## src/asfc_pkg.sv

```systemverilog
// shared constants for the serial frame control block
package asfc_pkg;
   // register byte offsets
   localparam logic [7:0] FORMAT_OFFSET = 8'h00;
   localparam logic [7:0] ENABLE_OFFSET = 8'h04;
   localparam logic [7:0] STATUS_OFFSET = 8'h08;
   // reset values
   localparam logic [7:0] FORMAT_RESET = 8'h00;
   localparam logic [7:0] ENABLE_RESET = 8'h00;
   // format register fields
   localparam int RETURN_SEL_BIT = 7;
   localparam int FREEZE_BIT = 6;
   localparam int INPUT_SEL_BIT = 5;
   localparam int NINE_BIT = 4;
   localparam int WAKE_BIT = 3;
   localparam int QUIET_ORIGIN_BIT = 2;
   localparam int PARITY_ON_BIT = 1;
   localparam int PARITY_ODD_BIT = 0;
   // enable register fields
   localparam int TX_EMPTY_EN_BIT = 7;
   localparam int SHIFT_DONE_EN_BIT = 6;
   localparam int RX_FULL_EN_BIT = 5;
   localparam int QUIET_EN_BIT = 4;
   // status register fields
   localparam int ST_QUIET_BIT = 0;
   localparam int ST_TX_EMPTY_BIT = 1;
   localparam int ST_SHIFT_DONE_BIT = 2;
   localparam int ST_RX_FULL_BIT = 3;
   localparam int ST_IRQ_BIT = 4;
   // quiet-line thresholds in bit times
   localparam logic [3:0] QUIET_BITS_8 = 4'ha;
   localparam logic [3:0] QUIET_BITS_9 = 4'hb;
   // ahb encodings
   localparam logic [1:0] HTRANS_NONSEQ = 2'h2;
   localparam logic [1:0] HTRANS_SEQ = 2'h3;
   localparam logic HRESP_OKAY = 1'b0;
   // quiet detector states
   typedef enum logic [1:0] {QUIET_WAIT, QUIET_COUNT, QUIET_DONE}
      asfc_quiet_type;
endpackage

```

## src/asfc_frame_control.sv

```systemverilog
// frame control registers, pin routing, parity and quiet-line detection
//
// Our own choices: the AHB-Lite slave port and the register offsets.
`timescale 1ns/1ps
`default_nettype none
module asfc_frame_control (
   // clock and reset
   input wire logic ref_clk,
   input wire logic reset,
   // ahb-lite slave
   input wire logic hsel,
   input wire logic [7:0] haddr,
   input wire logic [1:0] htrans,
   input wire logic hwrite,
   input wire logic [2:0] hsize,
   input wire logic [31:0] hwdata,
   input wire logic hready,
   output logic hreadyout,
   output logic hresp,
   output logic [31:0] hrdata,
   // serial core side
   input wire logic txSerial,
   input wire logic txDriveDir,
   output logic rxSerial,
   input wire logic [8:0] txChar,
   output logic [8:0] txCharFramed,
   input wire logic [8:0] rxChar,
   input wire logic rxCharValid,
   output logic rxParityError,
   input wire logic bitTick,
   input wire logic rxStartBit,
   input wire logic rxStopBit,
   // flags from the data path
   input wire logic tx_buffer_empty_flag,
   input wire logic shift_done_flag,
   input wire logic rx_buffer_full_flag,
   // cpu wait input and mode outputs
   input wire logic cpuWait,
   output logic portClockRun,
   output logic nineBitMode,
   output logic addressMarkWake,
   output logic [3:0] enableLow,
   output logic irq,
   // pins
   output logic txPinOut,
   output logic txPinOe,
   input wire logic txPinIn,
   input wire logic rxPinIn
);
   logic [7:0] format_q, format_d;
   logic [7:0] enable_q, enable_d;
   logic quietFlag_q, quietFlag_d;
   logic [7:0] addr_q;
   logic wrPend_q;
   logic [31:0] hrdata_q, hrdata_d;
   logic rxSerial_q, txPinOut_q, txPinOe_q;
   logic [8:0] txCharFramed_q;
   logic rxParityError_q;
   logic [3:0] quietCnt_q, quietCnt_d;
   asfc_pkg::asfc_quiet_type quietSt_q, quietSt_d;

   // bus decode
   wire logic addrPhase = hsel && hready &&
      (htrans == asfc_pkg::HTRANS_NONSEQ || htrans == asfc_pkg::HTRANS_SEQ);
   wire logic wrFormat = wrPend_q && addr_q == asfc_pkg::FORMAT_OFFSET;
   wire logic wrEnable = wrPend_q && addr_q == asfc_pkg::ENABLE_OFFSET;
   wire logic wrStatus = wrPend_q && addr_q == asfc_pkg::STATUS_OFFSET;

   // mode fields
   wire logic loopSel = format_q[asfc_pkg::RETURN_SEL_BIT];
   wire logic inputSel = format_q[asfc_pkg::INPUT_SEL_BIT];
   wire logic nineBit = format_q[asfc_pkg::NINE_BIT];
   wire logic parityOn = format_q[asfc_pkg::PARITY_ON_BIT];
   wire logic parityOdd = format_q[asfc_pkg::PARITY_ODD_BIT];
   wire logic quietAfterStop = format_q[asfc_pkg::QUIET_ORIGIN_BIT];

   // port clocks stop only when freeze is set and the cpu waits
   wire logic clockRun = !(cpuWait && format_q[asfc_pkg::FREEZE_BIT]);

   // pin routing
   wire logic singleWire = loopSel && inputSel;
   wire logic rxSource = !loopSel ? rxPinIn :
      (inputSel ? txPinIn : txSerial);
   // internal return leaves the transmit pin undriven as well
   wire logic pinOe = !loopSel || (singleWire && txDriveDir);

   // parity: msb is eighth or ninth data bit
   wire logic dataOnes8 = ^txChar[6:0];
   wire logic dataOnes9 = ^txChar[7:0];
   wire logic txParity = (nineBit ? dataOnes9 : dataOnes8) ^ parityOdd;
   wire logic [8:0] txCharPar = nineBit ? {txParity, txChar[7:0]} :
      {1'b0, txParity, txChar[6:0]};
   wire logic [8:0] txCharPlain = nineBit ? txChar : {1'b0, txChar[7:0]};
   wire logic rxOnes = nineBit ? ^rxChar : ^rxChar[7:0];
   wire logic rxBadParity = parityOn && rxCharValid &&
      (rxOnes != parityOdd);

   // quiet-line threshold follows character length
   wire logic [3:0] quietLimit = nineBit ? asfc_pkg::QUIET_BITS_9 :
      asfc_pkg::QUIET_BITS_8;
   wire logic quietHit = clockRun && bitTick && rxSerial_q &&
      quietCnt_q == quietLimit - 4'h1;

   // interrupt request
   wire logic irqNow =
      (enable_q[asfc_pkg::TX_EMPTY_EN_BIT] && tx_buffer_empty_flag) ||
      (enable_q[asfc_pkg::SHIFT_DONE_EN_BIT] && shift_done_flag) ||
      (enable_q[asfc_pkg::RX_FULL_EN_BIT] && rx_buffer_full_flag) ||
      (enable_q[asfc_pkg::QUIET_EN_BIT] && quietFlag_q);

   // register next values
   assign format_d = wrFormat ? hwdata[7:0] : format_q;
   assign enable_d = wrEnable ? hwdata[7:0] : enable_q;
   // a new quiet detection wins over a software clear
   assign quietFlag_d = (quietSt_q == asfc_pkg::QUIET_COUNT && quietHit) ||
      (quietFlag_q && !(wrStatus && hwdata[asfc_pkg::ST_QUIET_BIT]));

   // read data built from next values, except the irq status bit, so back-to-back reads see writes
   wire logic [7:0] statusNow = {3'h0, irqNow, rx_buffer_full_flag,
      shift_done_flag, tx_buffer_empty_flag, quietFlag_d};
   always_comb begin
      hrdata_d = 32'h0;
      if (addrPhase && !hwrite) begin
         case (haddr)
            asfc_pkg::FORMAT_OFFSET: hrdata_d = {24'h0, format_d};
            asfc_pkg::ENABLE_OFFSET: hrdata_d = {24'h0, enable_d};
            asfc_pkg::STATUS_OFFSET: hrdata_d = {24'h0, statusNow};
            default: hrdata_d = 32'h0;
         endcase
      end
   end

   // quiet-line detector
   always_comb begin
      quietSt_d = quietSt_q;
      quietCnt_d = quietCnt_q;
      if (clockRun) begin
         case (quietSt_q)
            asfc_pkg::QUIET_WAIT: begin
               // origin after start bit or after stop bit
               if (quietAfterStop ? rxStopBit : rxStartBit) begin
                  quietSt_d = asfc_pkg::QUIET_COUNT;
                  quietCnt_d = 4'h0;
               end
            end
            asfc_pkg::QUIET_COUNT: begin
               if (quietAfterStop && rxStartBit) begin
                  quietSt_d = asfc_pkg::QUIET_WAIT;
               end else if (bitTick && !rxSerial_q) begin
                  quietCnt_d = 4'h0;
               end else if (quietHit) begin
                  quietSt_d = asfc_pkg::QUIET_DONE;
               end else if (bitTick) begin
                  quietCnt_d = quietCnt_q + 4'h1;
               end
            end
            asfc_pkg::QUIET_DONE: begin
               // one detection per quiet stretch; a start bit may rearm
               if (!quietAfterStop && rxStartBit) begin
                  quietSt_d = asfc_pkg::QUIET_COUNT;
                  quietCnt_d = 4'h0;
               end else if (rxStartBit) begin
                  quietSt_d = asfc_pkg::QUIET_WAIT;
               end
            end
            default: quietSt_d = asfc_pkg::QUIET_WAIT;
         endcase
      end
   end

   always_ff @(posedge ref_clk) begin
      if (reset) begin
         format_q <= asfc_pkg::FORMAT_RESET;
         enable_q <= asfc_pkg::ENABLE_RESET;
         quietFlag_q <= 1'b0;
         addr_q <= 8'h00;
         wrPend_q <= 1'b0;
         hrdata_q <= 32'h0;
      end else begin
         format_q <= format_d;
         enable_q <= enable_d;
         quietFlag_q <= quietFlag_d;
         addr_q <= haddr;
         wrPend_q <= addrPhase && hwrite && hsize == 3'h2;
         hrdata_q <= hrdata_d;
      end
   end

   always_ff @(posedge ref_clk) begin
      if (reset) begin
         rxSerial_q <= 1'b1;
         txPinOut_q <= 1'b1;
         txPinOe_q <= 1'b0;
         txCharFramed_q <= 9'h000;
         rxParityError_q <= 1'b0;
         quietCnt_q <= 4'h0;
         quietSt_q <= asfc_pkg::QUIET_WAIT;
      end else begin
         rxSerial_q <= rxSource;
         txPinOut_q <= txSerial;
         txPinOe_q <= pinOe;
         txCharFramed_q <= parityOn ? txCharPar : txCharPlain;
         rxParityError_q <= rxBadParity;
         quietCnt_q <= quietCnt_d;
         quietSt_q <= quietSt_d;
      end
   end

   // outputs
   assign hreadyout = 1'b1;
   assign hresp = asfc_pkg::HRESP_OKAY;
   assign hrdata = hrdata_q;
   assign rxSerial = rxSerial_q;
   assign txPinOut = txPinOut_q;
   assign txPinOe = txPinOe_q;
   assign txCharFramed = txCharFramed_q;
   assign rxParityError = rxParityError_q;
   assign portClockRun = clockRun;
   assign nineBitMode = nineBit;
   assign addressMarkWake = format_q[asfc_pkg::WAKE_BIT];
   assign enableLow = enable_q[3:0];
   assign irq = irqNow;

   // checks
   AST_LOOP_RETURN: assert property (@(posedge ref_clk) disable iff (reset)
      loopSel && !inputSel |=> rxSerial_q == $past(txSerial))
      else $error("loop return does not follow transmitter");
   AST_NORMAL_PINS: assert property (@(posedge ref_clk) disable iff (reset)
      !reset && !loopSel |=> rxSerial_q == $past(rxPinIn) && txPinOe_q)
      else $error("normal mode pin routing wrong");
   AST_CLOCK_RUN: assert property (@(posedge ref_clk) disable iff (reset)
      !format_q[asfc_pkg::FREEZE_BIT] |-> portClockRun)
      else $error("port clock stopped with freeze clear");
   AST_CLOCK_FREEZE: assert property (@(posedge ref_clk) disable iff (reset)
      format_q[asfc_pkg::FREEZE_BIT] && cpuWait |-> !portClockRun &&
      $stable(quietCnt_q) ##1 quietCnt_q == $past(quietCnt_q))
      else $error("port clock running during frozen wait");
   AST_SELECT_IGNORED: assert property (@(posedge ref_clk) disable iff (reset)
      !loopSel |=> rxSerial_q == $past(rxPinIn))
      else $error("input select acts without loop mode");
   AST_INTERNAL_PIN_OFF: assert property (@(posedge ref_clk)
      disable iff (reset) loopSel && !inputSel |=> !txPinOe_q)
      else $error("transmit pin driven in internal return");
   AST_SINGLE_WIRE: assert property (@(posedge ref_clk) disable iff (reset)
      singleWire |=> rxSerial_q == $past(txPinIn) &&
      txPinOe_q == $past(txDriveDir))
      else $error("single wire routing wrong");
   AST_QUIET_LIMIT: assert property (@(posedge ref_clk) disable iff (reset)
      quietSt_q == asfc_pkg::QUIET_COUNT |-> quietCnt_q < quietLimit)
      else $error("quiet count passed its limit");
   AST_QUIET_SET: assert property (@(posedge ref_clk) disable iff (reset)
      quietSt_q == asfc_pkg::QUIET_COUNT && quietHit |=>
      quietFlag_q && quietSt_q == asfc_pkg::QUIET_DONE)
      else $error("quiet flag not raised at limit");
   AST_PARITY_TX: assert property (@(posedge ref_clk) disable iff (reset)
      parityOn && !nineBit |=> ^$past(txCharFramed_q[7:0]) ==
      $past(parityOdd) || ^txCharFramed_q[7:0] == $past(parityOdd))
      else $error("generated parity wrong");
   AST_PARITY_RX: assert property (@(posedge ref_clk) disable iff (reset)
      !parityOn || !rxCharValid |=> !rxParityError_q)
      else $error("parity error without checked character");
   AST_IRQ: assert property (@(posedge ref_clk) disable iff (reset)
      irq == ((enable_q[7] && tx_buffer_empty_flag) ||
      (enable_q[6] && shift_done_flag) || (enable_q[5] &&
      rx_buffer_full_flag) || (enable_q[4] && quietFlag_q)))
      else $error("interrupt request mismatch");
   AST_ENABLE_WRITE: assert property (@(posedge ref_clk) disable iff (reset)
      wrEnable |=> enable_q == $past(hwdata[7:0]))
      else $error("enable register write lost");
   AST_LENGTH: assert property (@(posedge ref_clk) disable iff (reset)
      nineBitMode == format_q[asfc_pkg::NINE_BIT] &&
      quietLimit == (nineBit ? 4'hb : 4'ha))
      else $error("character length mismatch");
   AST_WAKE: assert property (@(posedge ref_clk) disable iff (reset)
      wrFormat |=> addressMarkWake == $past(hwdata[3]))
      else $error("wake method not taken");

   // register and bus checks
   AST_FORMAT_WRITE: assert property (@(posedge ref_clk) disable iff (reset)
      wrFormat |=> format_q == $past(hwdata[7:0]))
      else $error("format register write lost");
   AST_FORMAT_HOLD: assert property (@(posedge ref_clk) disable iff (reset)
      !wrFormat |=> $stable(format_q))
      else $error("format register changed without write");
   AST_ENABLE_HOLD: assert property (@(posedge ref_clk) disable iff (reset)
      !wrEnable |=> $stable(enable_q))
      else $error("enable register changed without write");
   AST_BUS_OKAY: assert property (@(posedge ref_clk) disable iff (reset)
      hreadyout && hresp == asfc_pkg::HRESP_OKAY)
      else $error("bus answer not ready and okay");
   AST_READ_IDLE: assert property (@(posedge ref_clk) disable iff (reset)
      !(addrPhase && !hwrite) |=> hrdata_q == 32'h0)
      else $error("read data outside a read");

   // pin checks
   AST_TX_PIN_FOLLOW: assert property (@(posedge ref_clk)
      disable iff (reset) !reset |=> txPinOut_q == $past(txSerial))
      else $error("transmit pin does not follow transmitter");
   AST_RX_PIN_UNUSED: assert property (@(posedge ref_clk)
      disable iff (reset)
      loopSel |-> rxSource == (inputSel ? txPinIn : txSerial))
      else $error("receive pin used in loop mode");
   AST_SINGLE_RELEASE: assert property (@(posedge ref_clk)
      disable iff (reset) singleWire && !txDriveDir |=> !txPinOe_q)
      else $error("single wire pin driven while receiving");

   // parity checks
   AST_PLAIN_TX: assert property (@(posedge ref_clk) disable iff (reset)
      !parityOn |=> txCharFramed_q == $past(txCharPlain))
      else $error("character altered with parity off");
   AST_PAR_TX9: assert property (@(posedge ref_clk) disable iff (reset)
      parityOn && nineBit |=> ^txCharFramed_q == $past(parityOdd))
      else $error("nine bit parity wrong");
   AST_PAR_TX8: assert property (@(posedge ref_clk) disable iff (reset)
      parityOn && !nineBit |=> ^txCharFramed_q[7:0] == $past(parityOdd) &&
      !txCharFramed_q[8])
      else $error("eight bit parity wrong");
   AST_PAR_RX_ERR: assert property (@(posedge ref_clk) disable iff (reset)
      parityOn && rxCharValid && rxOnes != parityOdd |=>
      rxParityError_q)
      else $error("parity error missed");
   AST_PAR_RX_OK: assert property (@(posedge ref_clk) disable iff (reset)
      parityOn && rxCharValid && rxOnes == parityOdd |=>
      !rxParityError_q)
      else $error("parity error on good character");

   // quiet-line checks
   AST_FREEZE_STATE: assert property (@(posedge ref_clk) disable iff (reset)
      !portClockRun |=> quietSt_q == $past(quietSt_q))
      else $error("quiet detector moved while frozen");
   AST_QUIET_ARM: assert property (@(posedge ref_clk) disable iff (reset)
      quietSt_q == asfc_pkg::QUIET_WAIT && portClockRun &&
      (quietAfterStop ? rxStopBit : rxStartBit) |=>
      quietSt_q == asfc_pkg::QUIET_COUNT && quietCnt_q == 4'h0)
      else $error("quiet count not armed at origin");
   AST_QUIET_REARM: assert property (@(posedge ref_clk) disable iff (reset)
      quietSt_q == asfc_pkg::QUIET_DONE && portClockRun &&
      !quietAfterStop && rxStartBit |=>
      quietSt_q == asfc_pkg::QUIET_COUNT && quietCnt_q == 4'h0)
      else $error("quiet count not rearmed by start bit");
   AST_QUIET_LOW: assert property (@(posedge ref_clk) disable iff (reset)
      quietSt_q == asfc_pkg::QUIET_COUNT && portClockRun && bitTick &&
      !rxSerial_q && !(quietAfterStop && rxStartBit) |=>
      quietCnt_q == 4'h0)
      else $error("low bit did not restart quiet count");
   AST_QUIET_DISARM: assert property (@(posedge ref_clk) disable iff (reset)
      quietSt_q == asfc_pkg::QUIET_COUNT && portClockRun &&
      quietAfterStop && rxStartBit |=>
      quietSt_q == asfc_pkg::QUIET_WAIT)
      else $error("start bit did not disarm stop-origin count");
   AST_QUIET_CLEAR: assert property (@(posedge ref_clk) disable iff (reset)
      quietFlag_q && wrStatus && hwdata[asfc_pkg::ST_QUIET_BIT] &&
      !(quietSt_q == asfc_pkg::QUIET_COUNT && quietHit) |=> !quietFlag_q)
      else $error("quiet flag not cleared");
   AST_QUIET_HOLD: assert property (@(posedge ref_clk) disable iff (reset)
      quietFlag_q && !wrStatus |=> quietFlag_q)
      else $error("quiet flag dropped without clear");

   // interrupt checks
   AST_IRQ_TX_EMPTY: assert property (@(posedge ref_clk) disable iff (reset)
      enable_q[asfc_pkg::TX_EMPTY_EN_BIT] && tx_buffer_empty_flag |-> irq)
      else $error("transmit empty request missing");
   AST_IRQ_SHIFT: assert property (@(posedge ref_clk) disable iff (reset)
      enable_q[asfc_pkg::SHIFT_DONE_EN_BIT] && shift_done_flag |-> irq)
      else $error("shift done request missing");
   AST_IRQ_RX_FULL: assert property (@(posedge ref_clk) disable iff (reset)
      enable_q[asfc_pkg::RX_FULL_EN_BIT] && rx_buffer_full_flag |-> irq)
      else $error("receive full request missing");
   AST_IRQ_QUIET: assert property (@(posedge ref_clk) disable iff (reset)
      enable_q[asfc_pkg::QUIET_EN_BIT] && quietFlag_q |-> irq)
      else $error("quiet line request missing");
   AST_IRQ_NONE: assert property (@(posedge ref_clk) disable iff (reset)
      enable_q[7:4] == 4'h0 |-> !irq)
      else $error("request raised with all enables clear");
endmodule
`default_nettype wire

```

## config.mk

```make
export PLATFORM = sky130hd
export DESIGN_NAME = asfc_frame_control
export DESIGN_NICKNAME = d
export VERILOG_FILES = /design/src/asfc_pkg.sv /design/src/asfc_frame_control.sv
export SDC_FILE = /design/constraint.sdc
export NUM_CORES = 1
export LEC_CHECK = 0
export CORE_MARGIN = 1
export CORE_UTILIZATION = 35
export DETAILED_ROUTE_END_ITERATION = 7
export DONT_BUFFER_PORTS = 1
export GPL_TIMING_DRIVEN = 0
export PLACE_DENSITY = 0.55
export SYNTH_ARGS = -nofsm -noshare
export SYNTH_HDL_FRONTEND = slang
export SYNTH_SLANG_ARGS = --single-unit
```

## constraint.sdc

```tcl
create_clock -name ref_clk -period 1.8 [get_ports ref_clk]
set_clock_uncertainty 0.15 [all_clocks]
set_input_delay 0.18 -clock ref_clk [delete_from_list [all_inputs] [get_ports ref_clk]]
set_output_delay 0.18 -clock ref_clk [all_outputs]
set_load 0.02 [all_outputs]
```

Word level (Yosys, flattened, before mapping)
Cells that the tools add are included.

cells by class
  bitwise gates (word level) = 3
  reductions and logical operators = 49
  add/sub/neg operators = 2
  order comparisons = 0
  equality and inequality tests = 19
  shift operators = 0
  divide/modulo/power cells = 0
  mux-type cells = 26
  multipliers = 0

operator list
  operator             number
  $mux 9               3
  $logic_and 1x1->1    26
  $mux 4               6
  $pmux 8 s3           1
  $eq 8x3->1 const B   2
  $eq 8x4->1 const B   2
  $logic_not 8->1      2
  $mux 8               2
  $reduce_xor 8->1     2
  $mux 2               6
  $pmux 4 s3           1
  $ne 3x2->1 const B   3
  $reduce_xor 9->1     1
  $reduce_and 7->1     1
  $reduce_xor 7->1     1
  $eq 2x2->1 const B   3
  $logic_not 1->1      6
  $logic_or 1x1->1     6
  $mux 1               6
  $ne 2x2->1 const B   3
  $ne 3x3->1 const B   2
  $pmux 2 s3           1
  $reduce_and 5->1     1
  $add 4x1->4 const B  1
  10 further kinds     11

word-level totals
  bits in read-only memories = 0
  word-level logic and storage cells = 112
  bits in latches = 0
  memories kept = 0
  register bits = 77
  memory bits (writable) = 0
  bits of input ports = 80

Depth between registers and ports, before layout
  word-level depth = 9
  mapped depth = 6

Least setup slack after synthesis
Ideal clock, no wire load.

  path kind = flip-flop to flip-flop
  start = register format_q[4]
  end = register quietCnt_q[2]
  cell stages (with the launch flop) = 6
  period minus slack after synthesis = 1.871 ns
  required time = 1.563 ns
  arrival = 1.633 ns
  slack = -0.071 ns
  path buffers = 0
  setup time = 0.087 ns
  cell sequence = dfxtp_1 or3b_1 a211o_1 o221ai_4 mux2i_1 nor4b_2

between the ends
  longest elaborated chain between the ends = 6

ends and longest elaborated chain
  what                               line                       source
  from (decl)                        asfc_frame_control.sv:50   logic [7:0] format_q, format_d;
  from (signal assigned)             asfc_frame_control.sv:173  format_q <= asfc_pkg::FORMAT_RESET;
  from (signal assigned)             asfc_frame_control.sv:180  format_q <= format_d;
  $mux 1                             asfc_frame_control.sv:99   wire logic [3:0] quietLimit = nineBit ? asfc_pkg::QUIET_BITS_9 :
  $sub 4x1->4                        asfc_frame_control.sv:102  quietCnt_q == quietLimit - 4'h1;
  $eq 4x4->1                         asfc_frame_control.sv:102
  $logic_and 1x1->1                  asfc_frame_control.sv:101  wire logic quietHit = clockRun && bitTick && rxSerial_q &&
  $ne 3x2->1 (no source line)        --
  $reduce_and 7->1 (no source line)  --
  to (signal assigned)               asfc_frame_control.sv:204  quietCnt_q <= quietCnt_d;
  to (decl)                          asfc_frame_control.sv:59   logic [3:0] quietCnt_q, quietCnt_d;

No other way between the ends.
A chain may end at the register's enable or synchronous reset.

Final worst setup path
  start = register addr_q[5]
  end = register hrdata_q[0], in the netlist hrdata[0]

between the ends
  longest elaborated chain between the ends = 7

ends and longest elaborated chain
  what                    line                       source
  from (decl)             asfc_frame_control.sv:53   logic [7:0] addr_q;
  from (signal assigned)  asfc_frame_control.sv:183  addr_q <= haddr;
  $eq 8x4->1              asfc_frame_control.sv:67   wire logic wrStatus = wrPend_q && addr_q == asfc_pkg::STATUS_OFFSET;
  $logic_and 1x1->1       asfc_frame_control.sv:67
  $logic_and 1x1->1       asfc_frame_control.sv:116  (quietFlag_q && !(wrStatus && hwdata[asfc_pkg::ST_QUIET_BIT]));
  $logic_not 1->1         asfc_frame_control.sv:116
  $logic_and 1x1->1       asfc_frame_control.sv:116
  $logic_or 1x1->1        asfc_frame_control.sv:115  assign quietFlag_d = (quietSt_q == asfc_pkg::QUIET_COUNT && quietHit) ||
  $pmux 8 s3 (*)          asfc_frame_control.sv:124  case (haddr)
  to (signal assigned)    asfc_frame_control.sv:185  hrdata_q <= hrdata_d;
  to (decl)               asfc_frame_control.sv:55   logic [31:0] hrdata_q, hrdata_d;

Every way passes the cells marked *; elsewhere a longest branch is shown, timed or not.

==> results.md <==
* Number of warnings printed during yosys synthesis at 0
* Site row count at 31
* Number of failing hold endpoints at the final stage at 0
* Nets@finish at 448
* Largest net degree at the start of global routing at 17
* Fraction of synthesis flops using an asynchronous set or reset pin at 0%
* Clock tree from TritonCTS: done
* Total Routing Usage GR at 16.9%
* Critical-path maximum fanout at 5
* Die Span Y at 88.9 um
* Adder and majority cell fraction of the synthesized area at 0.474%
* Simple-gate share of the synthesized area at 23.2%
* Post-Route WL at 6500 um
* Initial drt markers at 98
* Total routed wire length on the met1 layer at ~2800 um
* Period utilisation layout at 109%
* Type of the setup path with the least slack: reg2reg
* DRC Markers at 0
* Capturing element type of the critical path: register
* Number of antenna violations at the first check in global routing at 0
* Max-capacitance violation count at 0
* Worst slew margin relative to its limit at just over 60%
* Unrepaired setup endpoints after global routing: yes
* Clock Sinks at 53
* Final antenna diode count at 0
* Vias in the first global route at 2,120
* Combinational family with the most area after synthesis: simple AND/OR/NAND/NOR gates
* Uppermost routed layer: met4
* Static Leakage at 1.39 nW
* Share of cell area taken by muxes after synthesis at under 10%
* Clock-pin slew of the registers on the worst-case setup and hold paths at 0.10 ns
* Leading register cell type out of synthesis: sky130_fd_sc_hd__dfxtp_1
* Number of port buffers at 0
* Kind of path behind the tightest hold check: in2reg
* Die Wd at 88.9 um
* Routed length per placed instance at 13.9 um
* Htree depth at 2
* Endpoint of the worst register-to-register path: hrdata[0]
* Synth Register Bits at 53
* Leading cell type by number of instances after synthesis: sky130_fd_sc_hd__dfxtp_1
* Clock buffer count from CTS at 5
* Number of vias in the routed layout at 2,175
* Count of distinct cell types in the synthesized netlist at between 50 and 60
* Buffer type at the clock tree root: sky130_fd_sc_hd__clkbuf_8
* Ratio of cells with drive above 1 in the final layout at 22.6%
* Startpoint of the worst setup timing path: addr_q[5]
* Number of enable flip-flop cells after synthesis at 0
* Synthesized instance count at 289
* Crit path time final at 1.96 ns
* Antenna violation net count after detailed routing at 0
* Post-synthesis share of cell area spent on xor and xnor gates at 6.49%
* First-pass iteration count of the detailed router at 4
* Violations in the final reports: negative setup slack
* Post-synthesis cell type with the largest combined area: sky130_fd_sc_hd__dfxtp_1
* Complex-gate fraction of the synthesized area at 10.4%
* Cell Pwr Density at 652 nW/um^2
* Detailed-placement wirelength estimate at 4580 um
* Area contributors post-synth: sky130_fd_sc_hd__dfxtp_1 40%, sky130_fd_sc_hd__buf_4 8.5%, sky130_fd_sc_hd__mux2i_1 7.2%
* Routed wire length on met3 at 342 um
* Startpoint of the lowest-slack register-to-register path: addr_q[5]
* Core ar. at ~7300 um^2
* Max-slew violation count at 0
* Maximum VDD drop at 0.000391 V
* Worst-case setup margin in the final layout at -0.155 ns
* Detailed-routed wire length on met2 at 3290 um
* Area of the mapped netlist at 2640 um^2
* Worst-case clock buffer depth at 2
* Length in cells of the worst reg-to-reg path at 6
* Timing endpoint of the critical path: hrdata[0]
* Synth top area share at 40.2%
* Clock network latency to the later pin of the worst-skew pair at 0.31 ns
* Final setup vio count at 14
* Via-to-Cell Ratio at roughly 4.7
* Worst Path Required at 1.86 ns
* Gp weighted congestion at around 0.82
* Grt total ovfl at 0
* First-pass GRT wire length at between 10,000 and 15,000 um
* Achievable clock frequency at 511 MHz
* Commonest cells post-synth: 53 x sky130_fd_sc_hd__dfxtp_1, 31 x sky130_fd_sc_hd__nor2_1, 30 x sky130_fd_sc_hd__buf_4, 19 x sky130_fd_sc_hd__mux2i_1
* Kind of start point of the critical path: register
* Layout filler cell count at 723
* I/O pin total at 135
* Total Die Area at 7900 um^2
* Hold slack at between 0.004 and 0.005 ns
* Reg-to-reg setup timing slack at -0.16 ns
* Average instance area after synthesis at 9.14 um^2
* Transition time of the tightest slew-check pin at 0.570 ns
* Sequential area share after synthesis at 40.2%
* Outcome: complete, but fails checks
* Post-layout total power at roughly 0.0023 W
* Crit path arrival time at 2.01 ns
* Starting utilization of the core area at 36.2%
* Layout overhead on the synthesized area at 33.3%
==> repair_timing <==
| action | in CTS | in global routing |
|---|---|---|
| hold buffers | 37 | 0 |
| pin swaps | 11 | 9 |
| setup endpoints to repair | 20 | 19 |
| hold endpoints to repair | 45 | 0 |
| buffers inserted | 8 | 4 |
| resized for setup | 16 | 18 |
==> stage by stage <==
stage	worst slack (ns)	TNS, ns	area [um^2]	utilization [%]	cells
after floorplan	-0.0113	-0.0113	2740	-	313
after global placement	-0.506	-2.81	2860	39.2	412
after detailed placement	-0.445	-2.96	2860	39.2	412
after CTS	-0.151	-0.657	3430	47.0	464
after global routing	-0.262	-3.10	3520	48.3	467
final	-0.155	-1.35	3520	48.3	467
==> per-layer routing <==
| metal | vias up | global-route usage, % |
|---|---|---|
| met5 | - | 0 |
| met4 | 0 | 4.55 |
| met3 | 9 | 3.73 |
| met2 | 63 | 30.1 |
| met1 | 1014 | 20.4 |
| li1 | 1089 | - |
==> cells in the final DEF, fill, tap and decap left out, types with 3 or more instances in the layout <==
cell                            netlist  routed
sky130_fd_sc_hd__a211oi_1             3       3
sky130_fd_sc_hd__a21oi_1             12      10
sky130_fd_sc_hd__a31oi_1              3       3
sky130_fd_sc_hd__a32o_1               3       3
sky130_fd_sc_hd__buf_4               30      37
sky130_fd_sc_hd__buf_6                2       7
sky130_fd_sc_hd__clkbuf_1             4       5
sky130_fd_sc_hd__clkbuf_8             0       5
sky130_fd_sc_hd__conb_1               2      26
sky130_fd_sc_hd__dfxtp_1             53      47
sky130_fd_sc_hd__dfxtp_2              0       4
sky130_fd_sc_hd__dlygate4sd3_1        0      37
sky130_fd_sc_hd__inv_1                7       7
sky130_fd_sc_hd__mux2i_1             19      17
sky130_fd_sc_hd__nand2_1             17      17
sky130_fd_sc_hd__nand2b_1             5       5
sky130_fd_sc_hd__nand3_1              6       5
sky130_fd_sc_hd__nand4_1              3       3
sky130_fd_sc_hd__nand4b_1             3       3
sky130_fd_sc_hd__nor2_1              31      30
sky130_fd_sc_hd__nor2b_1             17      17
sky130_fd_sc_hd__nor3_1               9       5
sky130_fd_sc_hd__nor3_2               0       4
sky130_fd_sc_hd__o21ai_0              6       5
sky130_fd_sc_hd__xnor2_1             16      16
==> power breakdown <==
part	leakage, nW	internal, W	switching [W]
registers	0.435	0.00120	0.0000411
logic	0.918	0.000194	0.000174
clock network	0.0374	0.000275	0.000411
total	1.39	0.00167	0.000627
==> sequential cells by signal, indices dropped and copies added (netlist names) <==
register,flops
quietSt_q,2
enable_q,8
txCharFramed,9
rxSerial,1
hrdata,8
format_q,8
quietFlag_q,1
addr_q,8
txPinOut,1
rxParityError,1
wrPend_q,1
txPinOe,1
quietCnt_q,4
==> critical path, stage by stage, from the launching register on <==
cell	delay, ns
sky130_fd_sc_hd__dfxtp_2	0.34
sky130_fd_sc_hd__nor4b_4	0.40
sky130_fd_sc_hd__and4b_1	0.30
sky130_fd_sc_hd__buf_6	0.16
sky130_fd_sc_hd__mux2i_4	0.24
sky130_fd_sc_hd__nor3_2	0.05
sky130_fd_sc_hd__o21a_1	0.21
==> kinds of logic (layout without fill, tap and decap cells) <==
| kind of cell | count (synthesis) | in the layout |
|---|---|---|
| xor+xnor | 18 | 18 |
| fa+ha+maj | 1 | 1 |
| compound gates | 39 | 39 |
| other cells | 2 | 26 |
| simple gates | 111 | 111 |
| mux | 19 | 19 |
| buf+inv | 46 | 101 |
| flops | 53 | 53 |
==> how the worst min path moves through the flow <==
stage / from / endpoint / depth (start not counted)
6_report: reset / quietCnt_q[3] / 3
5_1_grt: reset / quietCnt_q[3] / 3
4_1_cts: reset / quietCnt_q[3] / 3
3_5_place_dp: txSerial / txPinOut / 1
3_3_place_gp: txSerial / txPinOut / 1
2_1_floorplan: txSerial / txPinOut / 1
==> cell type report <==
class / instances / area, um^2 / share of cell area [%]
plain buffers: 38 / 289 / 8.21
clock buffers: 6 / 72.6 / 2.06
clock inverters: 2 / 15.0 / 0.427
inverters: 7 / 26.3 / 0.747
multi-input cells: 214 / 1450 / 41.2
flip-flops and latches: 53 / 1070 / 30.5
well taps: 99 / 124 / 3.52
repair buffers: 48 / 468 / 13.3
Note: power is estimated with default switching activity, not from simulation.
